==> src/pkg/ufc_params.svh <==
`ifndef UFC_PARAMS_SVH
`define UFC_PARAMS_SVH
// Function
// - receive trigger field bits 7-6 of fifo_control select 1, 4, 8 or 14 bytes for codes 0 to 3h.
// - receive data-ready interrupt rises when the fill reaches the trigger level and falls below it.
// - dma mode select picks the alternate request mode when set, basic when clear, only in fifo mode.
// - writing one to bit 2 empties the transmit fifo and its counter; zero does nothing (the code still empties it with enable clear or on entering fifo mode).
// - writing one to bit 1 empties the receive fifo and its counter; zero does nothing (the code still empties it with enable clear or on entering fifo mode).
// - a fifo clear never touches the serial shift register or the character inside it.
// - other fifo_control fields are ignored unless the same write sets the enable bit 0.
// - with fifo enable clear the block is single-character and pointers and counters reset.
// - fifo_control fields are write-only, reset to zero, and bits 31-8 and 5-4 read as zero.
// - line_format_control holds divisor_latch_access 7, break 6, stick 5, even 4, parity 3, stop 2, length 1-0.
// - line_format_control reads back exactly what was written.
// - the fifo_control address reads interrupt identification and writes fifo control.
// - divisor latch access routes the data and enable addresses to the divisor latches.
// - while break control is set the serial transmit output is forced low.

// register byte addresses
`define UFC_ADDR_DATA 8'h00
`define UFC_ADDR_IER 8'h04
`define UFC_ADDR_IIR 8'h08
`define UFC_ADDR_LCR 8'h0C
`define UFC_ADDR_STAT 8'h10

// fifo_control fields
`define UFC_FCR_EN 0
`define UFC_FCR_RX_FIFO_FLUSH 1
`define UFC_FCR_TX_FIFO_FLUSH 2
`define UFC_FCR_DMA 3
`define UFC_FCR_TRIG_LO 6
`define UFC_FCR_TRIG_HI 7

// line_format_control fields
`define UFC_LCR_DIVISOR_LATCH_ACCESS 7
`define UFC_LCR_BRK 6

// reset values
`define UFC_LCR_RST 8'h00
`define UFC_IER_RST 4'h0
`define UFC_DL_RST 8'h00
`define UFC_TRIG_RST 2'h0

// trigger levels in bytes
`define UFC_TRIG_B0 5'h01
`define UFC_TRIG_B1 5'h04
`define UFC_TRIG_B2 5'h08
`define UFC_TRIG_B3 5'h0E

// fifo geometry
`define UFC_DEPTH 5'h10
`define UFC_AW 4

// identification codes
`define UFC_IIR_NONE 4'h1
`define UFC_IIR_RXDATA 4'h4
`define UFC_IIR_THRE 4'h2
`define UFC_IIR_FIFO 2'h3
`endif

==> src/pkg/ufc_pkg.sv <==
package ufc_pkg;
	typedef logic [7:0] ufc_byte_t;
	typedef logic [3:0] ufc_ptr_t;
	typedef logic [4:0] ufc_level_t;
	typedef enum {bus_setup, bus_ready} ufc_bus_state_t;
endpackage

==> src/pkg/ufc_fifo_if.sv <==
`timescale 1ns/100ps
`default_nettype none
interface ufc_fifo_if;
	logic wr_en;
	ufc_pkg::ufc_byte_t wr_data;
	ufc_pkg::ufc_ptr_t wr_addr;
	ufc_pkg::ufc_ptr_t rd_addr;
	ufc_pkg::ufc_byte_t rd_data;
	modport ctrl (output wr_en, wr_data, wr_addr, rd_addr, input rd_data);
	modport store (input wr_en, wr_data, wr_addr, rd_addr, output rd_data);
endinterface
`default_nettype wire

==> src/ufc_fifo_line_ctrl.sv <==
`timescale 1ns/100ps
`default_nettype none
`include "ufc_params.svh"
module ufc_fifo_line_ctrl import ufc_pkg::*; (
	input wire logic pclk, // functional clock
	input wire logic presetn, // async reset, low
	input wire logic ce, // clock enable
	input wire logic psel, // apb select
	input wire logic penable, // apb enable
	input wire logic pwrite, // apb direction
	input wire logic [7:0] paddr, // apb byte address
	input wire logic [31:0] pwdata, // apb write data
	output logic [31:0] prdata, // apb read data
	output logic pready, // apb ready
	output logic pslverr, // unmapped address
	input wire logic rx_char_valid, // received character offered
	input wire ufc_byte_t rx_char_data, // received character
	output logic rx_char_ready, // receive fifo takes it
	output logic tx_char_valid, // character for the shifter
	output ufc_byte_t tx_char_data, // head of transmit fifo
	input wire logic tx_char_ready, // shifter takes it
	input wire logic tx_serial_in, // serial bit from shifter
	output logic txd, // serial transmit pin
	output logic irq, // interrupt request
	output logic rx_dma_req, // receive dma request
	output logic tx_dma_req, // transmit dma request
	output ufc_byte_t line_format, // frame format fields
	output logic [15:0] divisor // baud divisor latches
);
	ufc_byte_t lcr_reg, lcr_next, dll_reg, dll_next, dlh_reg, dlh_next;
	logic [3:0] ier_reg, ier_next;
	logic fifo_en_reg, fifo_en_next, dma_sel_reg, dma_sel_next;
	logic [1:0] trig_reg, trig_next;
	ufc_ptr_t rx_wp_reg, rx_wp_next, rx_rp_reg, rx_rp_next;
	ufc_ptr_t tx_wp_reg, tx_wp_next, tx_rp_reg, tx_rp_next;
	ufc_level_t rx_cnt_reg, rx_cnt_next, tx_cnt_reg, tx_cnt_next;
	logic tx_settle_reg, tx_settle_next;
	ufc_bus_state_t bus_state, bus_next;
	logic [31:0] prdata_reg, prdata_next;
	logic pslverr_reg, pslverr_next, txd_reg, txd_next;
	logic acc, wr_done, rd_done, divisor_latch_access, fcr_wr, mapped;
	logic hit_data, hit_ier, hit_iir, hit_lcr, hit_stat;
	logic rx_flush, tx_flush, rx_push, rx_pop, tx_push, tx_pop;
	logic rx_full, tx_full, rx_hit, dma_alt;
	ufc_level_t cap, trig_bytes;
	logic [3:0] iir_code;
	logic [31:0] iir_word;

	ufc_fifo_if rx_mem_if();
	ufc_fifo_if tx_mem_if();

	ufc_fifo_mem rx_mem (
		.pclk(pclk),
		.presetn(presetn),
		.ce(ce),
		.bus(rx_mem_if.store)
	);

	ufc_fifo_mem tx_mem (
		.pclk(pclk),
		.presetn(presetn),
		.ce(ce),
		.bus(tx_mem_if.store)
	);

	// apb decode; every access takes one wait state
	assign acc = psel & penable;
	assign pready = (bus_state == bus_ready);
	assign wr_done = acc & pready & pwrite;
	assign rd_done = acc & pready & ~pwrite;
	assign divisor_latch_access = lcr_reg[`UFC_LCR_DIVISOR_LATCH_ACCESS];
	assign hit_data = (paddr == `UFC_ADDR_DATA);
	assign hit_ier = (paddr == `UFC_ADDR_IER);
	assign hit_iir = (paddr == `UFC_ADDR_IIR);
	assign hit_lcr = (paddr == `UFC_ADDR_LCR);
	assign hit_stat = (paddr == `UFC_ADDR_STAT);
	assign mapped = hit_data | hit_ier | hit_iir | hit_lcr | hit_stat;
	assign fcr_wr = wr_done & hit_iir; // writes go to fifo control whatever divisor_latch_access

	// clear pulses; decoded from the write, nothing stored
	always_comb begin
		rx_flush = 1'b0;
		tx_flush = 1'b0;
		if (fcr_wr) begin
			if (pwdata[`UFC_FCR_EN]) begin
				// entering fifo mode starts from empty fifos
				rx_flush = pwdata[`UFC_FCR_RX_FIFO_FLUSH] | ~fifo_en_reg;
				tx_flush = pwdata[`UFC_FCR_TX_FIFO_FLUSH] | ~fifo_en_reg;
			end else begin
				rx_flush = 1'b1; // leaving fifo mode resets pointers
				tx_flush = 1'b1;
			end
		end
	end

	// trigger level decode
	always_comb begin
		unique case (trig_reg)
			2'h0: trig_bytes = `UFC_TRIG_B0;
			2'h1: trig_bytes = `UFC_TRIG_B1;
			2'h2: trig_bytes = `UFC_TRIG_B2;
			2'h3: trig_bytes = `UFC_TRIG_B3;
		endcase
	end

	// one holding slot in single-character mode
	assign cap = fifo_en_reg ? `UFC_DEPTH : 5'h01;
	assign rx_full = (rx_cnt_reg >= cap);
	assign tx_full = (tx_cnt_reg >= cap);
	// a character offered during a clear is held back, not lost
	assign rx_char_ready = ~rx_full & ~rx_flush;
	assign rx_push = rx_char_valid & rx_char_ready;
	assign rx_pop = rd_done & hit_data & ~divisor_latch_access & (rx_cnt_reg != 5'h00);
	assign tx_push = wr_done & hit_data & ~divisor_latch_access & ~tx_full & ~tx_flush;
	// head data settle one edge after any pointer move
	assign tx_char_valid = (tx_cnt_reg != 5'h00) & ~tx_settle_reg;
	assign tx_pop = tx_char_valid & tx_char_ready;
	assign tx_char_data = tx_mem_if.rd_data;

	// memory ports
	assign rx_mem_if.wr_en = rx_push;
	assign rx_mem_if.wr_data = rx_char_data;
	assign rx_mem_if.wr_addr = rx_wp_reg;
	assign rx_mem_if.rd_addr = rx_rp_reg;
	assign tx_mem_if.wr_en = tx_push;
	assign tx_mem_if.wr_data = pwdata[7:0];
	assign tx_mem_if.wr_addr = tx_wp_reg;
	assign tx_mem_if.rd_addr = tx_rp_reg;

	// level and request logic
	assign rx_hit = fifo_en_reg ? (rx_cnt_reg >= trig_bytes) : (rx_cnt_reg != 5'h00);
	// software is expected to keep dma select set
	assign dma_alt = fifo_en_reg & dma_sel_reg;
	assign rx_dma_req = dma_alt ? rx_hit : (rx_cnt_reg != 5'h00);
	assign tx_dma_req = dma_alt ? ~tx_full : (tx_cnt_reg == 5'h00);
	assign irq = (ier_reg[0] & rx_hit) | (ier_reg[1] & (tx_cnt_reg == 5'h00));

	// identification word; receive data outranks holding empty
	always_comb begin
		if (ier_reg[0] & rx_hit) begin
			iir_code = `UFC_IIR_RXDATA;
		end else if (ier_reg[1] & (tx_cnt_reg == 5'h00)) begin
			iir_code = `UFC_IIR_THRE;
		end else begin
			iir_code = `UFC_IIR_NONE;
		end
		iir_word = {24'h000000, (fifo_en_reg ? `UFC_IIR_FIFO : 2'h0), 2'h0, iir_code};
	end

	// control registers
	always_comb begin
		lcr_next = lcr_reg;
		ier_next = ier_reg;
		dll_next = dll_reg;
		dlh_next = dlh_reg;
		fifo_en_next = fifo_en_reg;
		dma_sel_next = dma_sel_reg;
		trig_next = trig_reg;
		if (wr_done & hit_lcr) begin
			lcr_next = pwdata[7:0];
		end
		if (wr_done & hit_ier) begin
			if (divisor_latch_access) begin
				dlh_next = pwdata[7:0];
			end else begin
				ier_next = pwdata[3:0];
			end
		end
		if (wr_done & hit_data & divisor_latch_access) begin
			dll_next = pwdata[7:0];
		end
		if (fcr_wr) begin
			fifo_en_next = pwdata[`UFC_FCR_EN];
			// other fields only land when enable is set in the same word
			if (pwdata[`UFC_FCR_EN]) begin
				dma_sel_next = pwdata[`UFC_FCR_DMA];
				trig_next = pwdata[`UFC_FCR_TRIG_HI:`UFC_FCR_TRIG_LO];
			end
		end
	end

	always_ff @(posedge pclk or negedge presetn) begin
		if (!presetn) begin
			lcr_reg <= `UFC_LCR_RST;
			ier_reg <= `UFC_IER_RST;
			dll_reg <= `UFC_DL_RST;
			dlh_reg <= `UFC_DL_RST;
			fifo_en_reg <= 1'b0;
			dma_sel_reg <= 1'b0;
			trig_reg <= `UFC_TRIG_RST;
		end else if (ce) begin
			lcr_reg <= lcr_next;
			ier_reg <= ier_next;
			dll_reg <= dll_next;
			dlh_reg <= dlh_next;
			fifo_en_reg <= fifo_en_next;
			dma_sel_reg <= dma_sel_next;
			trig_reg <= trig_next;
		end
	end

	// fifo pointers; the shifter outside is never touched
	always_comb begin
		rx_wp_next = rx_wp_reg + ufc_ptr_t'(rx_push);
		rx_rp_next = rx_rp_reg + ufc_ptr_t'(rx_pop);
		rx_cnt_next = rx_cnt_reg + ufc_level_t'(rx_push) - ufc_level_t'(rx_pop);
		tx_wp_next = tx_wp_reg + ufc_ptr_t'(tx_push);
		tx_rp_next = tx_rp_reg + ufc_ptr_t'(tx_pop);
		tx_cnt_next = tx_cnt_reg + ufc_level_t'(tx_push) - ufc_level_t'(tx_pop);
		tx_settle_next = tx_push | tx_pop | tx_flush;
		if (rx_flush) begin
			rx_wp_next = 4'h0;
			rx_rp_next = 4'h0;
			rx_cnt_next = 5'h00;
		end
		if (tx_flush) begin
			tx_wp_next = 4'h0;
			tx_rp_next = 4'h0;
			tx_cnt_next = 5'h00;
		end
	end

	always_ff @(posedge pclk or negedge presetn) begin
		if (!presetn) begin
			rx_wp_reg <= 4'h0;
			rx_rp_reg <= 4'h0;
			rx_cnt_reg <= 5'h00;
			tx_wp_reg <= 4'h0;
			tx_rp_reg <= 4'h0;
			tx_cnt_reg <= 5'h00;
			tx_settle_reg <= 1'b0;
		end else if (ce) begin
			rx_wp_reg <= rx_wp_next;
			rx_rp_reg <= rx_rp_next;
			rx_cnt_reg <= rx_cnt_next;
			tx_wp_reg <= tx_wp_next;
			tx_rp_reg <= tx_rp_next;
			tx_cnt_reg <= tx_cnt_next;
			tx_settle_reg <= tx_settle_next;
		end
	end

	// bus phase and read capture; wait state lets fifo read data settle
	always_comb begin
		bus_next = bus_state;
		prdata_next = prdata_reg;
		pslverr_next = pslverr_reg;
		unique case (bus_state)
			bus_setup: begin
				if (acc) begin
					bus_next = bus_ready;
					pslverr_next = ~mapped;
					prdata_next = 32'h00000000;
					if (~pwrite) begin
						if (hit_data) begin
							prdata_next = {24'h000000, (divisor_latch_access ? dll_reg : rx_mem_if.rd_data)};
						end else if (hit_ier) begin
							prdata_next = {24'h000000, (divisor_latch_access ? dlh_reg : {4'h0, ier_reg})};
						end else if (hit_iir) begin
							prdata_next = iir_word;
						end else if (hit_lcr) begin
							prdata_next = {24'h000000, lcr_reg};
						end else if (hit_stat) begin
							prdata_next = {14'h0000, dma_sel_reg, fifo_en_reg, 3'h0, tx_cnt_reg,
								3'h0, rx_cnt_reg};
						end
					end
				end
			end
			bus_ready: begin
				bus_next = bus_setup;
			end
		endcase
	end

	always_ff @(posedge pclk or negedge presetn) begin
		if (!presetn) begin
			bus_state <= bus_setup;
			prdata_reg <= 32'h00000000;
			pslverr_reg <= 1'b0;
		end else if (ce) begin
			bus_state <= bus_next;
			prdata_reg <= prdata_next;
			pslverr_reg <= pslverr_next;
		end
	end

	// transmit pin; break forces spacing
	always_comb begin
		txd_next = lcr_reg[`UFC_LCR_BRK] ? 1'b0 : tx_serial_in;
	end

	always_ff @(posedge pclk or negedge presetn) begin
		if (!presetn) begin
			txd_reg <= 1'b1;
		end else if (ce) begin
			txd_reg <= txd_next;
		end
	end

	assign prdata = prdata_reg;
	assign pslverr = pslverr_reg;
	assign txd = txd_reg;
	assign line_format = lcr_reg;
	assign divisor = {dlh_reg, dll_reg};
endmodule
`default_nettype wire

==> src/ufc_fifo_mem.sv <==
`timescale 1ns/100ps
`default_nettype none
`include "ufc_params.svh"
module ufc_fifo_mem import ufc_pkg::*; (
	input wire logic pclk, // functional clock
	input wire logic presetn, // async reset, low
	input wire logic ce, // clock enable
	ufc_fifo_if.store bus // write port and registered read
);
	ufc_byte_t cell_reg [`UFC_DEPTH];
	ufc_byte_t rd_reg;

	// storage carries no reset; only the read register does
	always_ff @(posedge pclk) begin
		if (ce && bus.wr_en) begin
			cell_reg[bus.wr_addr] <= bus.wr_data;
		end
	end

	// read data lag the address by one edge
	always_ff @(posedge pclk or negedge presetn) begin
		if (!presetn) begin
			rd_reg <= 8'h00;
		end else if (ce) begin
			rd_reg <= cell_reg[bus.rd_addr];
		end
	end

	assign bus.rd_data = rd_reg;
endmodule
`default_nettype wire

==> config.mk <==
export PLATFORM = sky130hd
export DESIGN_NAME = ufc_fifo_line_ctrl
export DESIGN_NICKNAME = d
export VERILOG_FILES = /design/src/pkg/ufc_pkg.sv /design/src/pkg/ufc_fifo_if.sv /design/src/ufc_fifo_line_ctrl.sv /design/src/ufc_fifo_mem.sv
export VERILOG_INCLUDE_DIRS = /design/src /design/src/pkg
export SDC_FILE = /design/constraint.sdc
export NUM_CORES = 1
export LEC_CHECK = 0
export BUFFER_PORTS_ARGS = -buffer_cell sky130_fd_sc_hd__clkbuf_2
export CAP_MARGIN = 40
export CORE_MARGIN = 2
export CORE_UTILIZATION = 30
export CTS_CLUSTER_SIZE = 8
export DETAILED_ROUTE_END_ITERATION = 10
export SYNTH_ARGS = -nofsm -noshare
export SYNTH_HDL_FRONTEND = slang
export SYNTH_HIERARCHICAL = 1
export SYNTH_SLANG_ARGS = --single-unit
==> constraint.sdc <==
create_clock -name pclk -period 9.9 [get_ports pclk]
set_clock_uncertainty 0.1 [all_clocks]
set_input_delay 1.98 -clock pclk [delete_from_list [all_inputs] [get_ports pclk]]
set_output_delay 1.98 -clock pclk [all_outputs]
set_load 0.03 [all_outputs]
== Word-level counts from Yosys, hierarchy flattened ==
Memory sizes are Yosys's and may differ from the RTL's. A register that Yosys moved wholly into a read port is not among the register bits.
Index checks and enable logic that the tools add are counted.

* Bits in registers: 125
* RAM bits: 256
* Word-level logic and storage cells: 132
* Memories: 2

* Add/subtract/negate cells: 8
* Magnitude comparators: 3
* Eq/ne operators: 10
* Multiplexer cells: 33
* Bitwise gates (word level): 40
* Reduce and logical (&&, ||, !) cells: 18

{| class="wikitable"
|+ Memories
! memory !! words !! width !! rd ports !! clocked after Yosys merged registers in !! wr ports !! line !! text
|-
| rx_mem.cell_reg || 16 || 8 || 1 || 1 || 1 || ufc_fifo_mem.sv:10 || <nowiki>ufc_byte_t cell_reg [`UFC_DEPTH];</nowiki>
|-
| tx_mem.cell_reg || 16 || 8 || 1 || 1 || 1 || ufc_fifo_mem.sv:10 ||
|}

{| class="wikitable"
|+ Operators with widths
! kind !! count
|-
| 18-bit 2-to-1 mux || 6
|-
| 32-bit one-hot mux with 2 select lines || 1
|-
| 32-bit by 1-bit equality test with 1-bit output, second input constant || 1
|-
| 32-bit by 2-bit equality test with 1-bit output, second input constant || 1
|-
| 32-bit zero test || 1
|-
| 32-bit 2-to-1 mux || 1
|-
| 1-bit AND || 22
|-
| 5-bit one-hot mux with 4 select lines || 1
|-
| 4-bit by 1-bit adder with 4-bit output || 4
|-
| 8-bit by 4-bit equality test with 1-bit output, second input constant || 2
|-
| 4-bit 2-to-1 mux || 4
|-
| 8-bit 2-to-1 mux || 2
|-
| 5-bit >= comparator || 3
|-
| 5-bit 2-to-1 mux || 3
|-
| 1-bit 2-to-1 mux || 12
|-
| 3-bit AND reduction || 4
|-
| 5-bit by 1-bit adder with 5-bit output || 2
|-
| 5-bit nonzero test || 2
|-
| 5-bit by 1-bit subtractor with 5-bit output || 2
|-
| 1-bit NOT || 9
|-
| 1-bit OR || 9
|-
| 8-bit by 3-bit equality test with 1-bit output, second input constant || 1
|-
| 8-bit by 5-bit equality test with 1-bit output, second input constant || 1
|-
| 8-bit zero test || 1
|-
| other kinds (10) || 17
|}

== Longest topological paths before layout ==
* Depth after elaboration: 11
* Depth in mapped cells: 16

== Modules after synthesis ==
The synthesis kept the hierarchy.

{| class="wikitable"
|+ Modules (own cells, without submodules)
! module !! times used !! cells an instance !! area each (um2) !! sequential area each (um2)
|-
| ufc_fifo_mem || 2 || 241 || 5,336.4 || 4,043.9
|-
| ufc_fifo_line_ctrl || 1 || 428 || 4,490.6 || 1,928.1
|}

== Least setup slack after synthesis ==
Ideal clock, no wire load.

* Kind: input to output
* Start: in paddr[2]
* End: out rx_char_ready
* Data arrival time: 3.373 ns
* Data required time: 7.820 ns
* Setup slack: 4.447 ns
* Cell stages on the path: 5
* Cells stage by stage: clkbuf_1 -> nor2b_1 -> o21ai_0 -> nor3_1 -> a211oi_1

* Word-level cells in the longest chain between the ends: 5

{| class="wikitable"
|+ Ends and longest elaborated chain
! what !! line !! text
|-
| start, declared || ufc_fifo_line_ctrl.sv:11 || <nowiki>input wire logic [7:0] paddr,</nowiki>
|-
| 8-bit by 4-bit equality test with 1-bit output (no line) || - ||
|-
| 1-bit AND || ufc_fifo_line_ctrl.sv:78 || <nowiki>assign fcr_wr = wr_done & hit_iir;</nowiki>
|-
| 1-bit 2-to-1 mux || ufc_fifo_line_ctrl.sv:84 || <nowiki>if (fcr_wr) begin</nowiki>
|-
| 1-bit NOT || ufc_fifo_line_ctrl.sv:111 || <nowiki>assign rx_char_ready = ~rx_full & ~rx_flush;</nowiki>
|-
| 1-bit AND || ufc_fifo_line_ctrl.sv:111 ||
|-
| end, declared || ufc_fifo_line_ctrl.sv:18 || <nowiki>output logic rx_char_ready,</nowiki>
|}

Every way passes these cells.

== Worst setup path after layout ==
* Start: in paddr[4]
* End: out rx_char_ready

Same word-level chain as after synthesis.

==> flow_metrics.py <==
metrics = {
    "logic_synthesis": {
        "ys_top_cells_by_area": "edfxtp_1 (51%), dfrtp_1 (15%), mux4_2 (7.7%)",
        "syn_area_per_cell_um2": 16.7,
        "ys_types": 62,
        "ys_seq_area_share_pct": 66.1,
        "postSynth.asyncResetShare_pct": 26.6,
        "yosysWarnings": 6,
        "synth_edf_count": 256,
        "synthTopCellsByCount": "edfxtp_1 (256), dfrtp_1 (92), nor2_1 (62), mux4_2 (52), nand2_1 (47)",
        "synth-main-ff-cell": "edfxtp_1",
        "syn_inst": 910,
        "yosys.area.top_type": "edfxtp_1",
        "synth_most_common_cell": "edfxtp_1",
        "synth.ff_latch_count": 349,
        "synth_area_mm2": 0.0152,
        "netlist.area_leader.share_pct": 50.7,
    },
    "clocking": {
        "clock-sinks": 349,
        "cts_resized": 0,
        "cts_hold_repair.buffers": 0,
        "cts-root-buf": "clkbuf_16",
        "clkTransAtPathRegs_ps": 50,
        "cts_made_buffers": 49,
        "cts_tree": "built",
        "insertion_delay_ps": 550,
        "cts_buffer_depth": 3,
        "htreeDepth": 2,
        "cts_setup_buffers": 0,
    },
    "die": {
        "die-area_mm2": 0.0524,
        "ios": 129,
        "die_h_um": 229,
        "core_mm2": 0.0501,
        "fp-row-count": 82,
        "start_util_pct": 30.3,
        "die_w_um": 229,
    },
    "final_layout": {
        "finalNetCount": 1118,
        "drive_above_1_share_pct": 26.2,
        "n_fill_cell": 4880,
        "layout.cells.non_filler": 1741,
        "fin_util_pct": 35.3,
        "area_growth_pct": 16.5,
        "seqCellArea_mm2": 0.0100,
        "multi_input_area_mm2": 0.00465,
    },
    "routing": {
        "post_drt_wl_per_cell_um": 20.8,
        "drtIter0Drc": 609,
        "ant_nets": 0,
        "vias_per_cell": 4.86,
        "first_pass_iters": 7,
        "vias": 8462,
        "drc": 0,
        "totalWireLength_um": 36300,
    },
    "placement": {
        "globalplace.congestion": 0.805,
        "dp_slack_ps": 4030,
        "io_buffer_count": 87,
        "hpwl_um": 24300,
        "dp.cells": 1647,
    },
    "pwr": {
        "max-vdd-ir-drop_mv": 0.176,
        "power.leakage_nw": 6.36,
        "p_per_area_mw_per_mm2": 225,
    },
    "sta": {
        "fmax_mhz": 170,
        "relSlewSlack_pct": 43.2,
        "setup_tns_ps": 0,
        "hold_violations": 0,
        "rsz0062_at_grt": "false",
        "period_share_pct": 59.4,
        "drv_slew": 0,
        "setup_viol": 0,
        "hold_slack_ps": 371,
        "min_period_ps": 5880,
        "fin_ws_ps": 4020,
        "worstMarginPinSlew_ps": 840,
    },
    "critical_path": {
        "crit_path_end_kind": "primary output",
        "rr_worst_depth": 16,
        "worstSetupPathType": "in2out",
        "startpoint_type": "input pin",
        "crit_fanout": 9,
        "crit_required_ps": 7820,
        "arrival_ps": 3800,
    },
    "grt": {
        "grt_usage_pct": 13.8,
        "grt_pass1_vias": 8523,
        "grt_max_degree": 62,
        "grt_pass1_wl_um": 54300,
        "antenna_found_initial": 7,
        "grt-ovfl-total": 0,
    },
    "hold_path": {
        "hold_path_depth": 2,
        "hp-class": "reg2reg",
    },
    "outcome": {
        "outcome": "complete, no violations",
    },
    "flow_run": {
        "maxCapViolations": 0,
    },
}
==> logic make-up (layout without fill, tap and decap cells) <==
family / after synthesis / in the layout / share of synthesized area [%]
buf+inv: 87 / 226 / 3.69
mux: 123 / 123 / 14.1
flops: 349 / 349 / 66.1
simple gates: 190 / 190 / 6.33
other cells: 1 / 21 / 0.0247
fa+ha+maj: 35 / 35 / 2.99
xor+xnor: 14 / 14 / 0.809
compound gates: 111 / 111 / 6.04
==> metal layers <==
layer | share of wire, % | track usage, % | vias up
li1 | - | - | 3795
met1 | 42 | 17.8 | 4341
met2 | 47 | 21.8 | 258
met3 | 9.0 | 5.25 | 64
met4 | 2.1 | 3.67 | 4
met5 | 0.052 | 0 | -
==> stage by stage <==
step	instance area, um2	power (mW)
2_1_floorplan	15200	2.30
3_3_place_gp	16200	2.47
3_5_place_dp	16300	2.49
4_1_cts	17700	4.02
5_1_grt	17700	4.17
6_report	17700	3.97
==> worst paths after layout <==
path,start,endpoint,slack (ps)
setup / recovery,paddr[4],rx_char_ready,4020
hold / removal,txd,txd,370
setup reg to reg,fifo_en_reg,tx_cnt_reg[4],6030
hold reg to reg,txd,txd,370
max in group asynchronous,presetn,prdata[0],7260
min in group asynchronous,presetn,tx_mem/bus.rd_data[1],1360
==> critical path: stages <==
cell	delay (ps)
clkbuf_2	150
nor4_1	490
nand2_1	300
nor3_1	460
a211oi_1	160
clkbuf_2	240
==> where the power goes <==
group | switching (mW) | total [mW] | internal [mW]
Sequential | 0.0697 | 1.72 | 1.65
Clock | 0.594 | 1.52 | 0.924
Combinational | 0.434 | 0.735 | 0.301
==> cells in the final DEF, fill, tap and decap left out, types with 9 or more instances in the layout <==
master,Yosys,final
mux4_1,12,12
xor2_1,10,10
nand2_1,47,47
mux2_2,32,32
inv_1,25,25
clkbuf_16,0,49
o22ai_1,20,20
dfrtp_1,92,92
a22o_1,9,9
nor3_1,13,13
a221oi_2,16,16
mux2i_1,23,23
mux4_2,52,52
o2bb2ai_1,9,9
clkbuf_2,0,85
nand2b_1,10,10
buf_4,19,20
nor2_1,62,62
nand4_1,10,10
o21ai_0,18,18
ha_1,33,33
edfxtp_1,256,256
clkbuf_1,12,38
conb_1,1,17
==> cell type report <==
type	count	area share [%]
Timing Repair Buffer	111	3.72
Antenna cell	4	0.0567
Multi-Input combinational cell	490	26.4
Inverter	25	0.531
Tap cell	672	4.76
Clock inverter	3	0.128
Clock buffer	87	7.75
Sequential cell	349	56.7
Note: power is estimated with default switching activity, not from simulation.
